<file path="src/shared/swd_defines.svh">
`ifndef SWD_DEFINES_SVH
`define SWD_DEFINES_SVH
// Summary of operation
// - The block counts down from the preset and pulses system reset when the count hits zero.
// - Every restart reloads the counter with the preset so no reset occurs while restarts come.
// - Access uses an index port that picks a register and a data port that reads or writes it.
// - Configuration opens only after the unlock value is written twice in a row to the index port.
// - Writing 08h to index 07h selects the watchdog logical device for later accesses.
// - Writing 01h to index 30h enables the watchdog and 00h disables it at any time.
// - Index F5h picks the time base, 00h for seconds and 08h for minutes.
// - Index F6h holds an 8-bit timeout count from 0 to 255 in units of the time base.
// - A timeout value of zero disables the timeout whatever the activation state.
// - A nonzero value N times out after N units, from 1 second to 255 minutes.

// port selects
`define SWD_PORT_INDEX 1'b0
`define SWD_PORT_DATA 1'b1

// register indices
`define SWD_IDX_LDEV 8'h07
`define SWD_IDX_ACT 8'h30
`define SWD_IDX_BASE 8'hf5
`define SWD_IDX_COUNT 8'hf6

// key values
`define SWD_UNLOCK_KEY 8'h87
`define SWD_LOCK_KEY 8'haa
`define SWD_LDEV_WDOG 8'h08
`define SWD_ACT_BIT 0
`define SWD_BASE_MIN_BIT 3
`define SWD_BASE_MIN_VAL 8'h08

// reset values
`define SWD_RST_BYTE 8'h00

// timing
`define SWD_CLK_HZ 25000000
`define SWD_SEC_PER_MIN 60
`define SWD_RESET_PULSE_NS 1000
`define SWD_CLK_NS 40
`define SWD_RESET_PULSE_CYC ((`SWD_RESET_PULSE_NS + `SWD_CLK_NS - 1) / `SWD_CLK_NS)
`endif

</file>
<file path="src/shared/swd_pkg.sv">
package swd_pkg;
	typedef enum logic [1:0]
	{
		SWD_LOCKED = 2'b00,
		SWD_HALF = 2'b01,
		SWD_OPEN = 2'b10
	} swd_lock_t;
	typedef logic [7:0] swd_byte_t;
endpackage

</file>
<file path="src/design/swd_watchdog.sv">
`timescale 1ns/1ps
`include "swd_defines.svh"
module swd_watchdog #(
	parameter int unsigned SEC_CYCLES = `SWD_CLK_HZ
)
(
	input wire logic clk_i,
	input wire logic rst_i,
	input wire logic io_wr_i,
	input wire logic io_rd_i,
	input wire logic io_port_i,
	input wire swd_pkg::swd_byte_t io_wdata_i,
	output logic [7:0] io_rdata_o,
	output logic sys_reset_o,
	output logic timing_o
);
	import swd_pkg::*;

	// ----------------------------------------
	// port access and lock
	// ----------------------------------------
	swd_lock_t lock_ff;
	swd_lock_t nxt_lock;
	swd_byte_t index_ff;
	swd_byte_t nxt_index;
	swd_byte_t ldev_ff;
	swd_byte_t nxt_ldev;
	swd_byte_t act_ff;
	swd_byte_t nxt_act;
	swd_byte_t base_ff;
	swd_byte_t nxt_base;
	swd_byte_t count_ff;
	swd_byte_t nxt_count;
	swd_byte_t rdata_ff;
	swd_byte_t nxt_rdata;
	logic idx_wr;
	logic dat_wr;
	logic dat_rd;
	logic sel_wdog;
	logic restart;

	assign idx_wr = io_wr_i && io_port_i == `SWD_PORT_INDEX;
	assign dat_wr = io_wr_i && io_port_i == `SWD_PORT_DATA && lock_ff == SWD_OPEN;
	assign dat_rd = io_rd_i && io_port_i == `SWD_PORT_DATA && lock_ff == SWD_OPEN;
	assign sel_wdog = ldev_ff == `SWD_LDEV_WDOG;

	always_comb
	begin
		nxt_lock = lock_ff;
		nxt_index = index_ff;
		nxt_ldev = ldev_ff;
		nxt_act = act_ff;
		nxt_base = base_ff;
		nxt_count = count_ff;
		nxt_rdata = rdata_ff;
		restart = 1'b0;
		if (idx_wr)
		begin
			unique case (lock_ff)
				SWD_LOCKED: nxt_lock = (io_wdata_i == `SWD_UNLOCK_KEY) ? SWD_HALF : SWD_LOCKED;
				// a second key in a row opens, anything else starts over
				SWD_HALF: nxt_lock = (io_wdata_i == `SWD_UNLOCK_KEY) ? SWD_OPEN : SWD_LOCKED;
				SWD_OPEN:
				begin
					if (io_wdata_i == `SWD_LOCK_KEY)
						nxt_lock = SWD_LOCKED;
					else
						nxt_index = io_wdata_i;
				end
				default: nxt_lock = SWD_LOCKED;
			endcase
		end
		if (dat_wr)
		begin
			if (index_ff == `SWD_IDX_LDEV)
				nxt_ldev = io_wdata_i;
			else if (sel_wdog)
			begin
				unique case (index_ff)
					`SWD_IDX_ACT: nxt_act = io_wdata_i;
					`SWD_IDX_BASE: nxt_base = io_wdata_i;
					`SWD_IDX_COUNT:
					begin
						nxt_count = io_wdata_i;
						restart = 1'b1;
					end
					default: ;
				endcase
			end
		end
		if (dat_rd)
		begin
			nxt_rdata = `SWD_RST_BYTE;
			if (index_ff == `SWD_IDX_LDEV)
				nxt_rdata = ldev_ff;
			else if (sel_wdog)
			begin
				unique case (index_ff)
					`SWD_IDX_ACT: nxt_rdata = act_ff;
					`SWD_IDX_BASE: nxt_rdata = base_ff;
					`SWD_IDX_COUNT: nxt_rdata = count_ff;
					default: nxt_rdata = `SWD_RST_BYTE;
				endcase
			end
		end
	end

	always_ff @(posedge clk_i)
	begin
		if (rst_i)
		begin
			lock_ff <= SWD_LOCKED;
			index_ff <= `SWD_RST_BYTE;
			ldev_ff <= `SWD_RST_BYTE;
			act_ff <= `SWD_RST_BYTE;
			base_ff <= `SWD_RST_BYTE;
			count_ff <= `SWD_RST_BYTE;
			rdata_ff <= `SWD_RST_BYTE;
		end
		else
		begin
			lock_ff <= nxt_lock;
			index_ff <= nxt_index;
			ldev_ff <= nxt_ldev;
			act_ff <= nxt_act;
			base_ff <= nxt_base;
			count_ff <= nxt_count;
			rdata_ff <= nxt_rdata;
		end
	end

	assign io_rdata_o = rdata_ff;

	// ----------------------------------------
	// prescaler and countdown
	// ----------------------------------------
	localparam int unsigned RST_CYC = `SWD_RESET_PULSE_CYC;
	logic [24:0] pre_ff;
	logic [24:0] nxt_pre;
	logic [5:0] min_ff;
	logic [5:0] nxt_min;
	logic [7:0] left_ff;
	logic [7:0] nxt_left;
	logic [4:0] pulse_ff;
	logic [4:0] nxt_pulse;
	logic run_ff;
	logic nxt_run;
	logic rst_out_ff;
	logic nxt_rst_out;
	logic armed;
	logic sec_tick;
	logic unit_tick;

	// zero count disables regardless of activation
	assign armed = act_ff[`SWD_ACT_BIT] && count_ff != `SWD_RST_BYTE;
	assign sec_tick = pre_ff == 25'(SEC_CYCLES - 1);
	assign unit_tick = sec_tick &&
		(!base_ff[`SWD_BASE_MIN_BIT] || min_ff == 6'(`SWD_SEC_PER_MIN - 1));

	always_comb
	begin
		nxt_pre = pre_ff;
		nxt_min = min_ff;
		nxt_left = left_ff;
		nxt_pulse = pulse_ff;
		nxt_run = armed;
		nxt_rst_out = rst_out_ff;
		// a running pulse counts down on its own, even across a disable
		if (pulse_ff != 5'h00)
			nxt_pulse = pulse_ff - 5'h01;
		// reload on arming or restart so the full period always elapses
		if (!armed || !run_ff || restart)
		begin
			nxt_pre = '0;
			nxt_min = '0;
			nxt_left = restart ? io_wdata_i : count_ff;
			if (restart)
				nxt_run = armed;
		end
		else
		begin
			nxt_pre = sec_tick ? '0 : pre_ff + 25'h0000001;
			if (sec_tick)
				nxt_min = base_ff[`SWD_BASE_MIN_BIT] && min_ff != 6'(`SWD_SEC_PER_MIN - 1)
					? min_ff + 6'h01 : 6'h00;
			if (unit_tick)
			begin
				// N units to expiry, then restart the period
				if (left_ff == 8'h01)
				begin
					nxt_left = count_ff;
					nxt_pulse = 5'(RST_CYC);
				end
				else
					nxt_left = left_ff - 8'h01;
			end
		end
		nxt_rst_out = nxt_pulse != 5'h00;
	end

	always_ff @(posedge clk_i)
	begin
		if (rst_i)
		begin
			pre_ff <= '0;
			min_ff <= '0;
			left_ff <= '0;
			pulse_ff <= '0;
			run_ff <= 1'b0;
			rst_out_ff <= 1'b0;
		end
		else
		begin
			pre_ff <= nxt_pre;
			min_ff <= nxt_min;
			left_ff <= nxt_left;
			pulse_ff <= nxt_pulse;
			run_ff <= nxt_run;
			rst_out_ff <= nxt_rst_out;
		end
	end

	// ----------------------------------------
	// outputs
	// ----------------------------------------

	assign sys_reset_o = rst_out_ff;
	assign timing_o = run_ff;
endmodule

</file>
<file path="config.mk">
export PLATFORM = sky130hd
export DESIGN_NAME = swd_watchdog
export DESIGN_NICKNAME = d
export VERILOG_FILES = /design/src/shared/swd_pkg.sv /design/src/design/swd_watchdog.sv
export VERILOG_INCLUDE_DIRS = /design/src /design/src/shared
export SDC_FILE = /design/constraint.sdc
export NUM_CORES = 1
export LEC_CHECK = 0
export BUFFER_PORTS_ARGS = -buffer_cell sky130_fd_sc_hd__buf_2
export CAP_MARGIN = 20
export CORE_MARGIN = 2
export CORE_UTILIZATION = 57
export DETAILED_ROUTE_END_ITERATION = 6
export GPL_TIMING_DRIVEN = 0
export PLACE_DENSITY = 0.83
export SYNTH_ARGS = -nofsm -noshare
export SYNTH_HDL_FRONTEND = slang
export SYNTH_SLANG_ARGS = --single-unit
export TNS_END_PERCENT = 5
</file>
<file path="constraint.sdc">
create_clock -name clk_i -period 5.3 [get_ports clk_i]
set_input_delay 0.53 -clock clk_i [delete_from_list [all_inputs] [get_ports clk_i]]
set_output_delay 0.53 -clock clk_i [all_outputs]
set_load 0.005 [all_outputs]
</file>
# ---- Word level (Yosys, flattened, before mapping)
# Cells that the tools add are included.
# Widths: inputs -> output; s select.
dict set report word_totals {
  input_bits 13
  reg_bits 96
  elab_cells 81
  output_inout_bits 10
}
dict set report op_classes {
  n_eq_ne 14
  n_addsub 4
  n_reduce_logical 27
  n_bitwise 3
  muxes 20
}
# op n
set ops {}
lappend ops {{$mux 8} 6}
lappend ops {{$eq 8x8->1 const B} 4}
lappend ops {{$add 25x1->25 const B} 1}
lappend ops {{$eq 25x25->1 const B} 1}
lappend ops {{$pmux 8 s3} 1}
lappend ops {{$mux 5} 4}
lappend ops {{$reduce_and 4->1} 3}
lappend ops {{$reduce_bool 5->1} 2}
lappend ops {{$eq 8x1->1 const B} 1}
lappend ops {{$eq 8x3->1 const B} 1}
lappend ops {{$eq 8x4->1 const B} 1}
lappend ops {{$eq 8x6->1 const B} 1}
lappend ops {{$logic_and 1x1->1} 8}
lappend ops {{$reduce_bool 8->1} 1}
lappend ops {{$sub 8x1->8 const B} 1}
lappend ops {{$add 6x1->6 const B} 1}
lappend ops {{$eq 6x6->1 const B} 1}
lappend ops {{$mux 6} 1}
lappend ops {{$ne 6x6->1 const B} 1}
lappend ops {{$pmux 2 s3} 1}
lappend ops {{$mux 1} 5}
lappend ops {{$sub 5x1->5 const B} 1}
lappend ops {{$mux 2} 2}
lappend ops {{$reduce_and 2->1} 2}
lappend ops {{other kinds (11)} 17}

# ---- Logic depth before layout (Yosys ltp)
# Gate-level depths: netlist (run 1).
dict set report depth {
  depth_word 8
  mapped_depth 9
  ltp_nobuf 8
}

# ---- Worst setup path after synthesis (run 1)
# OpenSTA, ideal clock, no wires.
dict set report synth_timing {
  path_kind {register to register}
  start {register pre_ff[6]}
  end {register left_ff[0]}
  stages_incl_launch_ff 8
  setup_slack_ps 3243
  t_arrival_ps 1937
  n_path_buf 1
  setup_time_ps 120
  period_less_slack_ps 2057
  required_ps 5180
  path_cell_list {dfxtp_1 -> or4b_4 -> nor4_4 -> nand4_2 -> buf_2 -> a21oi_1 -> nor2_1 -> o31a_1}
}
dict set report synth_via {
  elab_chain_cells 3
}
# element line
set synth_lines {}
lappend synth_lines {{from (decl)} swd_watchdog.sv:138} ;# logic [24:0] pre_ff;
lappend synth_lines {{from (signal assigned)} swd_watchdog.sv:214} ;# pre_ff <= nxt_pre;
lappend synth_lines {{$eq 25x25->1} swd_watchdog.sv:156} ;# assign sec_tick = pre_ff == 25'(SEC_CYCLES - 1);
lappend synth_lines {{$logic_and 1x1->1} swd_watchdog.sv:157} ;# assign unit_tick = sec_tick &&
lappend synth_lines {{$reduce_bool 2->1 (no source line)} -}
lappend synth_lines {{to (signal assigned)} swd_watchdog.sv:216} ;# left_ff <= nxt_left;
lappend synth_lines {{to (decl)} swd_watchdog.sv:142} ;# logic [7:0] left_ff;
# Every way passes these cells.
# A chain may end at the register's enable or synchronous reset.

# ---- Worst setup path in the final report (run 1)
dict set report layout_timing {
  start {register ldev_ff[0]}
  end {register pre_ff[9]}
}
dict set report layout_via {
  elab_chain_cells 6
}
# element line
set layout_lines {}
lappend layout_lines {{from (decl)} swd_watchdog.sv:26} ;# swd_byte_t ldev_ff;
lappend layout_lines {{from (signal assigned)} swd_watchdog.sv:114} ;# ldev_ff <= `SWD_RST_BYTE;
lappend layout_lines {{from (signal assigned)} swd_watchdog.sv:124} ;# ldev_ff <= nxt_ldev;
lappend layout_lines {{$eq 8x4->1 (no source line)} -}
lappend layout_lines {{$mux 1} swd_watchdog.sv:77} ;# else if (sel_wdog)
lappend layout_lines {{$mux 1} swd_watchdog.sv:75} ;# if (index_ff == `SWD_IDX_LDEV)
lappend layout_lines {{$mux 1} swd_watchdog.sv:73} ;# if (dat_wr)
lappend layout_lines {{$logic_or 1x1->1} swd_watchdog.sv:172} ;# if (!armed || !run_ff || restart)
lappend layout_lines {{$reduce_or 3->1 (no source line)} -}
# Every way passes these cells.

==> results of run 1 <==
-- worst max-delay path: stages (launching register included) --
cell and delay [ps]:
dfxtp_1 340, nor4b_1 550, nand2_1 170, nor3b_1 470, or3_1 290, nand2b_1 130, buf_2 170, buf_2 240
nor2_1 70
-- cell usage in the layout (no fill, tap or decap), drive strengths merged, types with 3 or more instances in the layout --
cell    netlist  layout
a211oi        7       7
a21oi        31      31
a222oi        8       8
a31oi         5       5
and2          5       5
and3          4       4
buf          10      29
clkbuf       13      23
dfxtp        96      96
ha            5       5
inv          11      13
mux2i        36      36
nand2        42      42
nand2b        4       4
nand3        18      18
nand3b        5       5
nand4        11      11
nor2        108     108
nor2b         3       3
nor3         11      11
nor4         13      13
o21ai        23      23
o31ai         3       3
or3           6       6
or4           5       5
or4b          3       3
xnor2        19      19
xor2         10      10
-- per-layer routing --
metal  GRT usage (%)  vias up  wire, um
met1            33.5     1900      4660
met4            7.72        0       184
met3            5.56       16       758
li1                -     1942         -
met5               0        -         0
met2            43.5      143      5060
-- area by class of cell --
cell class              count  area [um^2]
inverters                  11         41.3
flip-flops and latches     96         1920
well taps                 102          128
clock inverters             5         63.8
multi-input cells         402         2470
clock buffers              10          138
plain buffers              23          109
fillers                   624         2760
repair buffers             19         95.1
-- registers in the layout (all words and copies together) (netlist names), 2 cells and up --
name        cells
pre_ff         25
act_ff          8
base_ff         8
count_ff        8
index_ff        8
io_rdata_o      8
ldev_ff         8
left_ff         8
min_ff          6
pulse_ff        5
lock_ff         2
-- cell families (layout without fill, tap and decap cells) --
group,Yosys count,count (layout)
flip-flops,96,96
AND/OR/NAND/NOR,245,245
multiplexers,36,36
XOR/XNOR,29,29
buffers and inverters,34,68
adder cells (fa/ha/maj),5,5
AO/OA/AOI/OAI,87,87
-- worst max path at each step --
stage / to / slack [ps]
floorplan: left_ff[0] / 3240
global placement: pre_ff[20] / 2950
detailed placement: pre_ff[16] / 2830
CTS: pre_ff[16] / 2820
global route: pre_ff[24] / 2540
finish: pre_ff[9] / 2740
-- metrics by stage --
stage	std cells	util, %	setup WS, ps	total power, mW
after floorplan	532	-	3240	0.848
after global placement	653	61.7	2950	0.876
after detailed placement	653	61.7	2830	0.882
after CTS	668	64.3	2820	1.36
after global routing	668	64.3	2540	1.42
final	668	64.3	2740	1.36
-- where the power goes --
| part | switching (mW) | total, mW | internal [mW] |
|---|---|---|---|
| clock network | 0.261 | 0.494 | 0.233 |
| registers | 0.0115 | 0.749 | 0.737 |
| logic | 0.0683 | 0.117 | 0.0482 |
==> results.toml, run 1 <==
[sta]
worst_slew_margin_relative_to_its_limit_pct = 39.7
fin_crit_ps = 2560
rsz0062_at_grt = "no"
worst-slew-pin-transition_ps = 897
setup-violations-final = 0
min_period_over_period_pct = 48.2
hold-worst-slack_ps = 399
max_freq_mhz = 391
skew_ps = 22.6
maxSlewViolCount = 0
timing_hold_violations_final = 0
final.setup.tns_ps = 0

[route]
drt-total-wl_um = 10700
average_via_count_per_standard_cell = 5.99
detail-route-antenna-nets = 0
drt-wirelength-per-cell_um = 16.0
vias_after_detailed_routing = 4001
drt_first_iter_violations = 404
detail_route.first_pass.iterations = 7
drc_errors = 0

[placement]
dpl_hpwl_um = 7680
placed_cell_area_mm2 = 0.00477
numPortBuffers = 19
routabilityCongestion = 0.904

[synth]
synth_simple_gate_area_share_pct = 27.4
yosys.area_share.xor_xnor_pct = 5.59
asyncSetResetFlopFracSynth_pct = 0
seq_area_frac_synth_pct = 42.3
synth_cell_types = 56
syn_std_cell_area_mm2 = 0.00454
synth_adder_area_share_pct = 1.38
combinational_family_with_the_most_area_after_synthesis = "simple AND/OR/NAND/NOR gates"
synth_nets = 550
synth-seq-cells = 96
post-synth-top-count-cell = "nor2_1"
synth-compound-area-share_pct = 12.1
post_synth.cell_area_avg_um2 = 8.54
synth_top_area_share_pct = 42.3
synth_edf_count = 0
yosysTopAreaCell = "dfxtp_1"
netlist_top_cells_count = "108 x nor2_1, 96 x dfxtp_1, 42 x nand2_1"
yosys-mux-area-fraction_pct = 7.93
yosysWarningCount = 0
largest_cells_by_area_after_synthesis = "dfxtp_1 42%, nor2_1 8.9%, mux2i_1 7.9%, xnor2_1 3.7%, nand2_1 3.5%"
postSynth.topFlopCell = "dfxtp_1"
synthesis.instances = 532

[clocking]
clkTransAtPathRegs_ps = 100
clkLatencyLatePin_ps = 380
cts_post_setup_buffers_inserted = 0
tritoncts = "built"
cts_stage_hold_buffer_count = 0
cts_resized = 0
cts_bufs_inserted = 9
clk_path_buf_depth = 2
cts.sinks = 96
htree_levels = 3
clockRootBuffer = "clkbuf_8"

[worst_setup_path]
timing_worst_setup_path_type = "flop to flop"
r2r_setup_slack_ps = 2740
cp.required_ps = 5560
cp-startpoint = "ldev_ff[0]"
worstSetupStartpointType = "flop"
worst-endpoint-arrival_ps = 2820
critical_path.reg2reg.startpoint = "ldev_ff[0]"
regToRegEndpoint = "pre_ff[9]"
worst_r2r_path_depth = 8
critPathCaptureType = "flop"
largest_fanout_of_any_net_on_the_critical_path = 10

[final_layout]
final_stage_net_count = 580
final_cell_area_mm2 = 0.00497
drive_gt1_share_pct = 9.89
num_antenna_cells = 0
area_growth_syn_to_layout_pct = 9.34

[floorplan]
initial_utilization_pct = 58.8
fp-row-count = 32
fp.dieH_um = 93.3
die_area_mm2 = 0.00870
io_pins = 23
fp.coreArea_mm2 = 0.00773
floorplan.die.width_um = 93.3

[global_route]
grt_antenna_before_repair = 0
vias_in_the_first_global_route = 3792
grt_pass1_wl_um = 17800
grt_util_all_layers_pct = 25.9
maximum_number_of_pins_on_one_net_before_global_route_repair = 17
global_route.overflow_total = 0

[hold_path]
worst_hold_check_path_type = "input pin to flop"
hold_path.startpoint = "rst_i"
hold-path-endpoint = "pulse_ff[1]"
holdPathStages = 2

[power_and_ir_drop]
power.leakage_nw = 1.72
p_per_area_mw_per_mm2 = 274
ir_drop_worst_case_vdd_uv = 146

[run_status]
outcome = "completed"

[flow_run]
drv.max_cap_violation_count = 0
Power figures use the tool's default switching activity.
==> run 2, diff against run 1 <==
Settings changed: ABC_AREA set to 1, CORE_UTILIZATION 57 to 56, PLACE_DENSITY 0.83 to 0.84.
Clock period 5.3 ns to 2.2 ns, I/O delays scaled along.
==> results.toml, run 2 <==
[final_layout]
area_growth_syn_to_layout_pct = 9.08
final_common_cell = "nand2_1"
drive_gt1_share_pct = 12.1
largest_register_ffs = 25
finish.utilization_pct = 63.7
num_antenna_cells = 0
num-fill-cells = 776
final_cell_mix = "161 x nand2_1, 107 x nor2_1, 96 x dfxtp_1"
layoutNonFillerInstCount = 890
final_stage_net_count = 795
final_cell_area_mm2 = 0.00561
registers.top_by_ff_count = "pre_ff"

[synth]
post_synth.cell_area_avg_um2 = 6.90
seq_area_frac_synth_pct = 37.4
syn_std_cell_area_mm2 = 0.00514
synth-compound-area-share_pct = 13.6
post-synth-top-count-cell = "nand2_1"
synth_nets = 763
yosysWarningCount = 0
postSynth.topFlopCell = "dfxtp_1"
asyncSetResetFlopFracSynth_pct = 0
yosys.area_share.xor_xnor_pct = 2.05
synthesis.instances = 745
synth_top_area_share_pct = 37.4
yosysTopAreaCell = "dfxtp_1"
synth_edf_count = 0
netlist_top_cells_count = "161 x nand2_1, 107 x nor2_1, 96 x dfxtp_1"
synth-seq-cells = 96
largest_cells_by_area_after_synthesis = "dfxtp_1 37%, nand2_1 12%, nor2_1 7.8%, inv_1 6.8%, o21ai_0 4.7%"
synth_simple_gate_area_share_pct = 36.5
combinational_family_with_the_most_area_after_synthesis = "simple AND/OR/NAND/NOR gates"
synth_adder_area_share_pct = 1.22
yosys-mux-area-fraction_pct = 0
synth_cell_types = 44

[route]
drt_first_iter_violations = 328
vias_after_detailed_routing = 4870
average_via_count_per_standard_cell = 5.47
drc_errors = 2
detail_route.first_pass.iterations = 7
drt-total-wl_um = 12100
detail-route-antenna-nets = 0
drt-wirelength-per-cell_um = 13.6

[clocking]
clkTransAtPathRegs_ps = 100
cts_resized = 0
clockRootBuffer = "clkbuf_8"
clk_path_buf_depth = 2
clkLatencyLatePin_ps = 370
cts_bufs_inserted = 9
tritoncts = "built"
cts.sinks = 96
cts_post_setup_buffers_inserted = 0
cts_stage_hold_buffer_count = 0
htree_levels = 3

[worst_setup_path]
critPathCaptureType = "flop"
worst-endpoint-arrival_ps = 2240
worstSetupStartpointType = "flop"
timing_worst_setup_path_type = "flop to flop"
largest_fanout_of_any_net_on_the_critical_path = 4
cp.required_ps = 2470

[global_route]
maximum_number_of_pins_on_one_net_before_global_route_repair = 18
vias_in_the_first_global_route = 4480
grt_antenna_before_repair = 0
grt_pass1_wl_um = 20500
global_route.overflow_total = 0
grt_util_all_layers_pct = 25.3

[sta]
fin_crit_ps = 1960
worst_slew_margin_relative_to_its_limit_pct = 61.1
skew_ps = 16.9
min_period_over_period_pct = 89.1
hold-worst-slack_ps = 183
rsz0062_at_grt = "no"
max_freq_mhz = 510
final.setup.tns_ps = 0
setup-violations-final = 0
timing_hold_violations_final = 0
maxSlewViolCount = 0
finalWorstSetupSlack_ps = 239
worst-slew-pin-transition_ps = 584

[floorplan]
fp-row-count = 34
die_area_mm2 = 0.00996
io_pins = 23
fp.dieH_um = 99.8
fp.coreArea_mm2 = 0.00881
initial_utilization_pct = 58.4
floorplan.die.width_um = 99.8

[placement]
placed_cell_area_mm2 = 0.00538
routabilityCongestion = 0.899
total_instance_count_after_detailed_placement = 874
post_place_setup_slack_ps = 251
dpl_hpwl_um = 9250
numPortBuffers = 21

[power_and_ir_drop]
power.leakage_nw = 2.24
p_per_area_mw_per_mm2 = 621
ir_drop_worst_case_vdd_uv = 419
total_power_mw = 3.48

[hold_path]
worst_hold_check_path_type = "input pin to flop"

[run_status]
failed_checks = "DRC"
outcome = "finished, violations left"

[flow_run]
drv.max_cap_violation_count = 0
-- run 2: worst paths after layout --
kind,depth (start not counted),endpoint,start,slack (ps)
max,9,pre_ff[22],pre_ff[0],240
min,3,ldev_ff[1],io_wdata_i[1],180
max reg2reg,9,pre_ff[22],pre_ff[0],240
min reg2reg,2,ldev_ff[3],ldev_ff[3],470
-- run 2: report_power, final --
| group | total (mW) | internal [mW] | switching [mW] | leakage [nW] |
|---|---|---|---|---|
| Sequential | 1.81 | 1.78 | 0.0275 | 0.775 |
| Clock | 1.31 | 0.652 | 0.660 | 0.104 |
| Combinational | 0.358 | 0.131 | 0.227 | 1.36 |
| Total | 3.48 | 2.57 | 0.915 | 2.24 |
-- run 2: cell families (layout without fill, tap and decap cells) --
| family | Yosys count | count (layout) |
|---|---|---|
| AO/OA/AOI/OAI | 120 | 120 |
| XOR/XNOR | 12 | 12 |
| buffers and inverters | 116 | 153 |
| AND/OR/NAND/NOR | 396 | 396 |
| flip-flops | 96 | 96 |
| adder cells (fa/ha/maj) | 5 | 5 |
-- run 2: worst max-delay path: stages (launching register included) --
cell and delay [ps]:
dfxtp_1 400, ha_1 190, nand2_1 90, nor2_2 180, nand2_2 140, nor2_1 220, nand4_1 200, nor3_1 240
and2_1 170, nor2_1 40
-- run 2: cell type report --
type                            instances  area, um^2  area share (%)
Buffer                                 17         101            1.81
Sequential cell                        96        1920            34.3
Inverter                               99         373            6.65
Clock buffer                            9         124            2.21
Clock inverter                          7         103            1.83
Tap cell                              108         135            2.41
Timing Repair Buffer                   21         105            1.88
Multi-Input combinational cell        533        2740            48.9
-- run 2: per-layer routing --
metal  track usage (%)  wire length, um  vias up
met5                 0                0        -
met4              9.69              284        0
met3              4.39              630       27
met2              41.5             5650      175
met1              33.5             5580     2201
li1                  -                -     2467
